--- config.mk ---
export PLATFORM = sky130hd
export DESIGN_NAME = kswd_core
export DESIGN_NICKNAME = d
export VERILOG_FILES = /design/src/kswd_core.v /design/src/kswd_keygen.v
export VERILOG_INCLUDE_DIRS = /design/src /design/src/src
export SDC_FILE = /design/constraint.sdc
export NUM_CORES = 1
export LEC_CHECK = 0
export BUFFER_PORTS_ARGS = -buffer_cell sky130_fd_sc_hd__buf_2
export CAP_MARGIN = 20
export CORE_UTILIZATION = 38
export DETAILED_ROUTE_END_ITERATION = 10
export PLACE_DENSITY = 0.66
export SLEW_MARGIN = 5
export SYNTH_ARGS = -nofsm -noshare
export SYNTH_HDL_FRONTEND = slang
export SYNTH_SLANG_ARGS = --single-unit
--- constraint.sdc ---
create_clock -name ref_clk_i -period 3.89 [get_ports ref_clk_i]
set_input_delay 0.9725 -clock ref_clk_i [delete_from_list [all_inputs] [get_ports ref_clk_i]]
set_output_delay 0.9725 -clock ref_clk_i [all_outputs]
set_load 0.005 [all_outputs]
--- src/kswd_defines.vh ---
// Purpose: Constants shared by the keyed service watchdog design files.
// Assumes: One clock, the internal RC clock, drives all logic.
// Notes: Definitions only; included by bare name.
//
// Overview of operation
// Software services the enabled watchdog periodically, inside its window, before timeout.
// On timeout, raise fault at once, or interrupt and reload the counter.
// In interrupt-first mode a second consecutive timeout raises the fault output.
// Control holds enable and hard-lock; hard-lock makes configuration reject writes.
// Timeout period is a 32-bit reload value in watchdog clock cycles.
// Control bits are readable so software can confirm the enable bit.
// Fixed service is two consecutive writes, A602h then B480h.
// A complete correct service reloads the down-counter with the timeout period.
// Keyed service refreshes only when the written key equals the computed key.
// Keyed service computes a new expected key after each accepted key write.
// Key is 16 bits; next key is 17 times (key plus 3) modulo 2^16.
// Keyed service consists of two key writes, both checked against computed keys.
// The down-counter always runs on the internal RC clock.
// Wrong value, wrong key, or write outside an enabled window never reloads.
// Hard-lock stays set until reset; software cannot clear it.
`ifndef KSWD_DEFINES_VH
`define KSWD_DEFINES_VH

`define KSWD_CNT_W 32
`define KSWD_KEY_W 16
`define KSWD_FIX_FIRST 16'hA602
`define KSWD_FIX_SECOND 16'hB480
`define KSWD_KEY_MUL 16'h0011
`define KSWD_KEY_ADD 16'h0003
`define KSWD_KEY_RST 16'h0000
`define KSWD_CNT_RST 32'h0000_0000
`define KSWD_CNT_ONE 32'h0000_0001
`define KSWD_TO_RST 32'h0000_FFFF
`define KSWD_WIN_RST 32'h0000_0000
`define KSWD_ST_W 1
`define KSWD_ST_IDLE 1'b0
`define KSWD_ST_HALF 1'b1

`endif

--- src/kswd_core.v ---
// Purpose: Keyed service watchdog with window, interrupt-first and hard-lock.
// Assumes: ref_clk_i is the internal RC clock; all inputs are synchronous.
// Notes: Configuration writes are one-cycle strobes that load every field unless hard-lock is set.
`timescale 1ns/10ps
`default_nettype none
`include "kswd_defines.vh"

module kswd_core (
  input wire ref_clk_i,
  input wire rst_b_i,
  input wire cfg_wr_i,
  input wire cfg_en_i,
  input wire cfg_hard_lock_bit_i,
  input wire cfg_irq_first_i,
  input wire cfg_window_en_i,
  input wire cfg_keyed_i,
  input wire [`KSWD_CNT_W-1:0] cfg_timeout_i,
  input wire [`KSWD_CNT_W-1:0] cfg_window_i,
  input wire [`KSWD_KEY_W-1:0] cfg_key_i,
  input wire svc_wr_i,
  input wire [`KSWD_KEY_W-1:0] svc_data_i,
  output reg ctrl_en_o,
  output reg ctrl_hard_lock_bit_o,
  output reg ctrl_irq_first_o,
  output reg ctrl_window_en_o,
  output reg ctrl_keyed_o,
  output reg [`KSWD_CNT_W-1:0] timeout_period_reg_o,
  output reg [`KSWD_CNT_W-1:0] window_reg_o,
  output reg [`KSWD_KEY_W-1:0] service_key_o,
  output reg [`KSWD_CNT_W-1:0] count_o,
  output reg irq_o,
  output reg fault_collector_o,
  output reg cfg_reject_o,
  output reg svc_error_o,
  output reg svc_done_o
);

  // Service sequence states.
  localparam ST_IDLE = `KSWD_ST_IDLE;
  localparam ST_HALF = `KSWD_ST_HALF;

  reg [`KSWD_ST_W-1:0] state_q;
  reg [`KSWD_ST_W-1:0] state_d;
  wire [`KSWD_KEY_W-1:0] next_key;
  wire cfg_take;
  wire win_open;
  wire expired;
  reg svc_ok;
  reg svc_bad;
  reg key_adv;
  reg [`KSWD_KEY_W-1:0] expect_val;
  reg [`KSWD_KEY_W-1:0] key_d;
  reg [`KSWD_CNT_W-1:0] count_d;
  reg [`KSWD_CNT_W-1:0] timeout_d;
  reg [`KSWD_CNT_W-1:0] window_d;
  reg en_d;
  reg lock_d;
  reg irq_first_d;
  reg win_en_d;
  reg keyed_d;
  reg irq_d;
  reg fault_d;
  wire svc_done_d;
  wire svc_error_d;

  kswd_keygen u_keygen (
    .key_i(service_key_o),
    .next_key_o(next_key)
  );

  // The hard-lock also blocks its own write, so it cannot be cleared.
  assign cfg_take = cfg_wr_i && !ctrl_hard_lock_bit_o;

  // The window opens once the counter has fallen to the window value.
  assign win_open = !ctrl_window_en_o || (count_o <= window_reg_o);

  assign expired = ctrl_en_o && (count_o == `KSWD_CNT_RST);

  // Service decoder: which value is expected for the current step.
  always @* begin
    state_d = state_q;
    svc_ok = 1'b0;
    svc_bad = 1'b0;
    key_adv = 1'b0;
    expect_val = service_key_o;
    if (!ctrl_keyed_o) begin
      if (state_q == ST_IDLE) begin
        expect_val = `KSWD_FIX_FIRST;
      end else begin
        expect_val = `KSWD_FIX_SECOND;
      end
    end
    if (svc_wr_i && ctrl_en_o) begin
      if (!win_open || svc_data_i != expect_val) begin
        // A bad write aborts the sequence and leaves the counter alone.
        svc_bad = 1'b1;
        state_d = ST_IDLE;
      end else begin
        key_adv = ctrl_keyed_o;
        case (state_q)
          ST_IDLE: begin
            state_d = ST_HALF;
          end
          ST_HALF: begin
            state_d = ST_IDLE;
            svc_ok = 1'b1;
          end
          default: begin
            state_d = ST_IDLE;
          end
        endcase
      end
    end
  end

  // A config write in the same cycle wins, so no service pulse is shown.
  assign svc_done_d = svc_ok && !cfg_take;
  assign svc_error_d = svc_bad && !cfg_take;

  // Configuration next values; a refused write leaves every field alone.
  always @* begin
    en_d = ctrl_en_o;
    lock_d = ctrl_hard_lock_bit_o;
    irq_first_d = ctrl_irq_first_o;
    win_en_d = ctrl_window_en_o;
    keyed_d = ctrl_keyed_o;
    timeout_d = timeout_period_reg_o;
    window_d = window_reg_o;
    if (cfg_take) begin
      en_d = cfg_en_i;
      lock_d = cfg_hard_lock_bit_i;
      irq_first_d = cfg_irq_first_i;
      win_en_d = cfg_window_en_i;
      keyed_d = cfg_keyed_i;
      timeout_d = cfg_timeout_i;
      window_d = cfg_window_i;
    end
  end

  // Configuration and control bits, readable on the ctrl outputs.
  always @(posedge ref_clk_i or negedge rst_b_i) begin
    if (!rst_b_i) begin
      ctrl_en_o <= 1'b0;
      ctrl_hard_lock_bit_o <= 1'b0;
      ctrl_irq_first_o <= 1'b0;
      ctrl_window_en_o <= 1'b0;
      ctrl_keyed_o <= 1'b0;
      timeout_period_reg_o <= `KSWD_TO_RST;
      window_reg_o <= `KSWD_WIN_RST;
      cfg_reject_o <= 1'b0;
    end else begin
      cfg_reject_o <= cfg_wr_i && ctrl_hard_lock_bit_o;
      ctrl_en_o <= en_d;
      ctrl_hard_lock_bit_o <= lock_d;
      ctrl_irq_first_o <= irq_first_d;
      ctrl_window_en_o <= win_en_d;
      ctrl_keyed_o <= keyed_d;
      timeout_period_reg_o <= timeout_d;
      window_reg_o <= window_d;
    end
  end

  // Expected key: reseeded by a config write, advanced by a good key write.
  always @* begin
    key_d = service_key_o;
    if (cfg_take) begin
      key_d = cfg_key_i;
    end else if (key_adv) begin
      key_d = next_key;
    end
  end

  // Service sequencer; reconfiguring restarts the sequence at step one.
  always @(posedge ref_clk_i or negedge rst_b_i) begin
    if (!rst_b_i) begin
      state_q <= ST_IDLE;
      service_key_o <= `KSWD_KEY_RST;
      svc_error_o <= 1'b0;
      svc_done_o <= 1'b0;
    end else begin
      svc_error_o <= svc_error_d;
      svc_done_o <= svc_done_d;
      service_key_o <= key_d;
      if (cfg_take) begin
        state_q <= ST_IDLE;
      end else begin
        state_q <= state_d;
      end
    end
  end

  // Down-counter next state; ref_clk_i is the internal RC clock in every
  // system mode, so a stalled system clock cannot freeze the count.
  always @* begin
    count_d = count_o;
    irq_d = irq_o;
    fault_d = fault_collector_o;
    if (cfg_take) begin
      count_d = cfg_timeout_i;
      irq_d = 1'b0;
    end else if (!ctrl_en_o) begin
      count_d = timeout_period_reg_o;
    end else if (svc_ok) begin
      // A good service also clears a pending first timeout.
      count_d = timeout_period_reg_o;
      irq_d = 1'b0;
    end else if (expired) begin
      if (ctrl_irq_first_o && !irq_o) begin
        irq_d = 1'b1;
        count_d = timeout_period_reg_o;
      end else begin
        // Fault is sticky until reset; the counter stops at zero.
        fault_d = 1'b1;
      end
    end else begin
      count_d = count_o - `KSWD_CNT_ONE;
    end
  end

  always @(posedge ref_clk_i or negedge rst_b_i) begin
    if (!rst_b_i) begin
      count_o <= `KSWD_TO_RST;
      irq_o <= 1'b0;
      fault_collector_o <= 1'b0;
    end else begin
      count_o <= count_d;
      irq_o <= irq_d;
      fault_collector_o <= fault_d;
    end
  end

endmodule // kswd_core
`default_nettype wire

--- src/kswd_keygen.v ---
// Purpose: Next service key from the current one.
// Assumes: Pure combinational; the caller registers the result.
// Notes: The product is formed at twice the key width; only its low half is kept.
`timescale 1ns/10ps
`default_nettype none
`include "kswd_defines.vh"

module kswd_keygen (
  input wire [`KSWD_KEY_W-1:0] key_i,
  output wire [`KSWD_KEY_W-1:0] next_key_o
);

  wire [`KSWD_KEY_W:0] sum_full;
  wire [`KSWD_KEY_W-1:0] sum;
  wire [2*`KSWD_KEY_W-1:0] prod;

  // The carry is dropped on purpose, since the key arithmetic wraps.
  assign sum_full = {1'b0, key_i} + {1'b0, `KSWD_KEY_ADD};
  assign sum = sum_full[`KSWD_KEY_W-1:0];
  // Only the low half is kept, which is the modulo 2^16 reduction.
  assign prod = sum * `KSWD_KEY_MUL;
  assign next_key_o = prod[`KSWD_KEY_W-1:0];

endmodule // kswd_keygen
`default_nettype wire

* Yosys cells after proc, flatten, opt, wreduce, memory -nomap -nowiden
Index checks and enable logic that the tools add are counted.
** Cells by class
- Equality and inequality tests :: 2
- Bitwise gates (word level) :: 4
- $add $sub $neg :: 2
- Multiplexer cells :: 25
- Reductions and logical operators :: 22
- Multiply operators :: 1
- Order comparisons :: 1
** Operators with widths (number)
- $mux W32 :: 5
- $mux W16 :: 3
- $le A32 B32 Y1 :: 1
- $logic_not A32 Y1 :: 1
- $sub A32 B1 Y32 const B :: 1
- $add A16 B2 Y16 const B :: 1
- $mul A16 B5 Y16 const B :: 1
- $ne A16 B16 Y1 :: 1
- $mux W1 :: 15
- $mux W13 :: 1
- $logic_and A1 B1 Y1 :: 7
- $reduce_bool A2 Y1 :: 3
- $reduce_bool A3 Y1 :: 2
- $logic_not A1 Y1 :: 5
- $ne A5 B3 Y1 const B :: 1
- $reduce_and A5 Y1 :: 1
- $not A1 Y1 :: 4
- $reduce_and A3 Y1 :: 1
- $logic_or A1 B1 Y1 :: 2
- $pmux W1 S2 :: 1
** Word-level totals
- Flip-flop bits (word level) :: 123
- Output and inout bits :: 122
- Word-level logic and storage cells :: 72

* Depth between registers and ports, before layout
- Word-level depth :: 9
- Mapped depth :: 16

* Hierarchy
From an unflattened synthesis, not the netlist that was laid out.
** Unflattened totals
- Cell total of the unflattened synthesis :: 873
- Area, all modules :: 7671.1 sq um
** Modules (own cells, without submodules)
- kswd_core :: area each 6764.0 sq um, instances 1, cells an instance 764
- kswd_keygen :: area each 907.1 sq um, instances 1, cells an instance 109

* Worst setup path after synthesis
No wires, ideal clock.
- Path type :: reg-to-reg
- Start point :: register service_key_o[2]
- End point :: register service_key_o[15]
- Arrival :: 3.077 ns
- Stages on the path, launching flop included :: 16
- Path buffers :: 1
- Clock period less this slack :: 3.146 ns
- Setup slack :: 0.744 ns
- Library setup time :: 0.069 ns
- Required time :: 3.821 ns
- Cells stage by stage :: dfrtp_1 > clkbuf_1 > nand4_1 > nor2_1 > xor2_1 > ha_1 > inv_1 > fa_1 > nor2b_1 > o21ai_0 > a21o_1 > a31oi_1 > a31oi_1 > xnor2_1 > or3_1 > nand3_1
** On the way
- Cells in the longest elaborated chain, start to end :: 6
- Elaborated cells on any way between the ends :: 10
- Classes of those cells :: add/sub (1); mul (1); eq/ne (1); mux (5); reduce/logical (2)
** Ends and longest elaborated chain
- start: declaration :: line kswd_core.v:29 : output reg [`KSWD_KEY_W-1:0] service_key_o,
- start signal: assignment :: line kswd_core.v:177 : service_key_o <= `KSWD_KEY_RST;
- start signal: assignment :: line kswd_core.v:183 : service_key_o <= key_d;
- branches (longest 6 deep; another with $add A16 B2 Y16)
Parallel ways; which one is timed is not known. The select of a mux whose other input is x is not followed.
A chain may end at the register's enable or synchronous reset.

* Final worst setup path
- Start point :: register service_key_o[0]
- End point :: register service_key_o[15]
Same word-level chain as after synthesis.

==> metrics <==
status=complete, no violations; Worst Tran Pin Value=871 ps; largest net degree at the start of global routing=59; Hold Crit Class=flip-flop to flip-flop; clk root buf=clkbuf_16; cts repair resizes=0; CTS tree=built; largest fanout on the critical path=7; grt peak-use layer=met2; Non-Filler Instances=between 1000 and 1500; area grow syn2layout=27.3%; fin. max-slew vios=0; Crit Path Category=flip-flop to flip-flop; Die Footprint=just over 20000 um2; flop-to-flop setup slack=340 ps; total gr overflow=0; CP Data Required Time=between 4000 and 5000 ps; met2 Use GR=34.7%; Cell Pwr Density=656 nW/um2; Top FF cell, synth=dfrtp_1; Net Count, Synth=1003; Netlist cell types=68; Synth area leaders=dfrtp_1 (30%), dfstp_2 (11%), ha_1 (9.1%); routed len/inst=~16 um; cells on worst reg2reg path=15; Die W=143 um; Worst setup SP type=flip-flop; crit-path cells=inv_1 > ha_1 > nor2_1 > xor2_1 > ha_1 > inv_1 > fa_1 > nor2b_1 > o21ai_0 > a21o_1 > a31oi_1 > a31oi_1 > xnor2_1 > or3_1 > nand3_1; Setup-failing EPs final=0; wirelength, routed=21300 um; final-report hold violation count=0; Min-Delay Path Depth=2; DRC=0; Mapped Cells=842; # Post-CTS Setup Buffers=0; CTS sink cnt=123; leading area contributor after synthesis=dfrtp_1; clock buffer depth=2; HPWL Detailed=16200 um; Final ANT Viol Nets=0; Top Family by Delay on Critical Path=adder cells; top cell type's share of synthesized area=between 20 and 30%; Crit. End Element=flip-flop; Arr. time, crit path=just under 4000 ps; Setup Skew=9.24 ps; post-place setup slack=201 ps; Seq/Total Area, Yosys=41.1%; total chip power=6.34 mW; Area after DPL=9010 um2; worst path bufs/invs=2; grt met1 use=27.0%; DR pass1 iterations=4; IO Port Bufs=226; ant diodes=0; async set-reset flop share out of synthesis=100%; RSZ-0062 raised after global routing=false; crit path time final=3550 ps; NumNets Final=1227; via count=6802; TritonCTS buffer count=17; hold path startpoint=fault_collector_o; Mapped Area=7590 um2; setup total negative slack=0 ps; I/O pin cnt=~230; yosys warns=0; Leak Pwr=4.92 nW; Core Area=between 15000 and 20000 um2; vias per inst=5.06; Crit Reg-Reg Startpoint=service_key_o[0]; reg2reg end=service_key_o[15]; antenna violations before repair=3; Final period util=91.4%; Initial Utilization=38.9%; initial DRC count=331; hold worst-path end=fault_collector_o; Max Cap Viol=0; Final Hold Slack=456 ps; CP Depth=15; Max Fclk=around 280 MHz; GRT Overall Usage=a little over a fifth; FP Rows=between 50 and 60; vias in the first global route=between 6000 and 7000; layout cell share with drive strength beyond 1=a little under a third; Syn Area/Cell=9.02 um2; final core utilization=49.5%; number of synthesized flops with an enable pin=0; Final WS setup=336 ps; Placed Instances=1312; Critical-path top delay cell=dfrtp_1; Worst-path clk slew=around 60 ps; clock latency at the later pin of the worst-skew pair=between 400 and 500 ps; H-tree Lvls=4; Finished Cell Area=a little under 10000 um2; Worst VDD drop=0.321 mV; #FFs+latches synth=123; global-route wire length before repair=around 33000 um; slew margin rel.=about two fifths; Fillers=1893; GRT met3 Usage=4.47%; die height=143 um; Hold Buf Count CTS=0; Critical Path Max Stage Delay=around 450 ps; routability congestion estimate=~0.89
-- worst reg2reg max path, stage by stage (launching register included) --
cell	delay [ps]
dfrtp_1	450
inv_1	150
ha_1	300
nor2_1	300
xor2_1	150
ha_1	330
inv_1	60
fa_1	450
nor2b_1	110
o21ai_0	100
a21o_1	210
a31oi_1	230
a31oi_1	150
xnor2_1	140
or3_1	300
nand3_1	70
-- state kept, by name (all words and copies together) (netlist names) --
| name | flops |
|---|---|
| count_o | 32 |
| ctrl_hard_lock_bit_o | 1 |
| ctrl_window_en_o | 1 |
| svc_done_o | 1 |
| window_reg_o | 32 |
| ctrl_en_o | 1 |
| irq_o | 1 |
| fault_collector_o | 1 |
| timeout_period_reg_o | 32 |
| ctrl_keyed_o | 1 |
| svc_error_o | 1 |
| cfg_reject_o | 1 |
| state_q | 1 |
| ctrl_irq_first_o | 1 |
| service_key_o | 16 |
-- kinds of logic (layout without fill, tap and decap cells) --
family | after synthesis | count (layout) | synth area share (%)
simple gates | 314 | 314 | 19.7
compound gates | 164 | 164 | 12.6
flops | 123 | 123 | 41.1
buf+inv | 84 | 321 | 4.96
xor+xnor | 61 | 61 | 7.04
fa+ha+maj | 56 | 56 | 9.33
mux | 40 | 40 | 5.27
-- area by class of cell --
type	count	area, um2	share of cell area (%)
sequential	123	3120	32.3
clock inverter	10	160	1.66
clock buffer	22	494	5.11
timing repair buffer	242	1280	13.2
tap	265	332	3.43
multi-input combinational	635	4110	42.5
inverter	47	176	1.83
-- worst max path at each step --
stage / slack [ps] / from / end
finish: 340 / service_key_o[0] / service_key_o[15]
global route: 80 / service_key_o[0] / service_key_o[15]
CTS: 320 / service_key_o[0] / service_key_o[15]
detailed placement: 200 / svc_data_i[3] / service_key_o[3]
global placement: 310 / svc_data_i[3] / service_key_o[3]
floorplan: 740 / service_key_o[2] / service_key_o[15]
-- cells in the mapped netlist (all sizes together) (2+ instances only) --
cell / n
a31oi: 3
o31ai: 7
dfrtp: 91
o21ai: 92
xor2: 29
nor4: 11
dfstp: 32
inv: 47
nor3b: 2
nor2: 28
o41ai: 2
mux2i: 40
o22ai: 4
nor2b: 3
buf: 15
xnor2: 32
nand4b: 4
a31o: 2
and3: 2
a21oi: 30
ha: 55
and4: 2
nand4: 11
and2: 3
or3: 5
clkbuf: 22
nand2b: 3
o211ai: 4
o221ai: 2
nor3: 19
nand3b: 2
or4: 9
nand3: 20
nand2: 184
or2: 2
a21o: 7
and3b: 2
-- power breakdown --
part | internal [mW] | total [mW] | switching [mW]
clock | 1.16 | 1.74 | 0.582
sequential | 1.73 | 2.21 | 0.486
combinational | 1.14 | 2.39 | 1.25
-- cell usage in the layout, fill, tap and decap left out, drive strengths merged, types with 22 or more instances in the layout --
cell    instances
a21oi          30
buf           242
clkbuf         22
dfrtp          91
dfstp          32
ha             55
inv            48
mux2i          40
nand2         184
nor2           28
o21ai          92
xnor2          32
xor2           29
-- routing by layer --
metal | up-vias | wire length [um]
met2 | 183 | 10100
li1 | 3371 | -
met4 | 6 | 359
met1 | 3213 | 9640
met5 | - | 34
met3 | 29 | 1100
(Power assumes the default switching activity.)
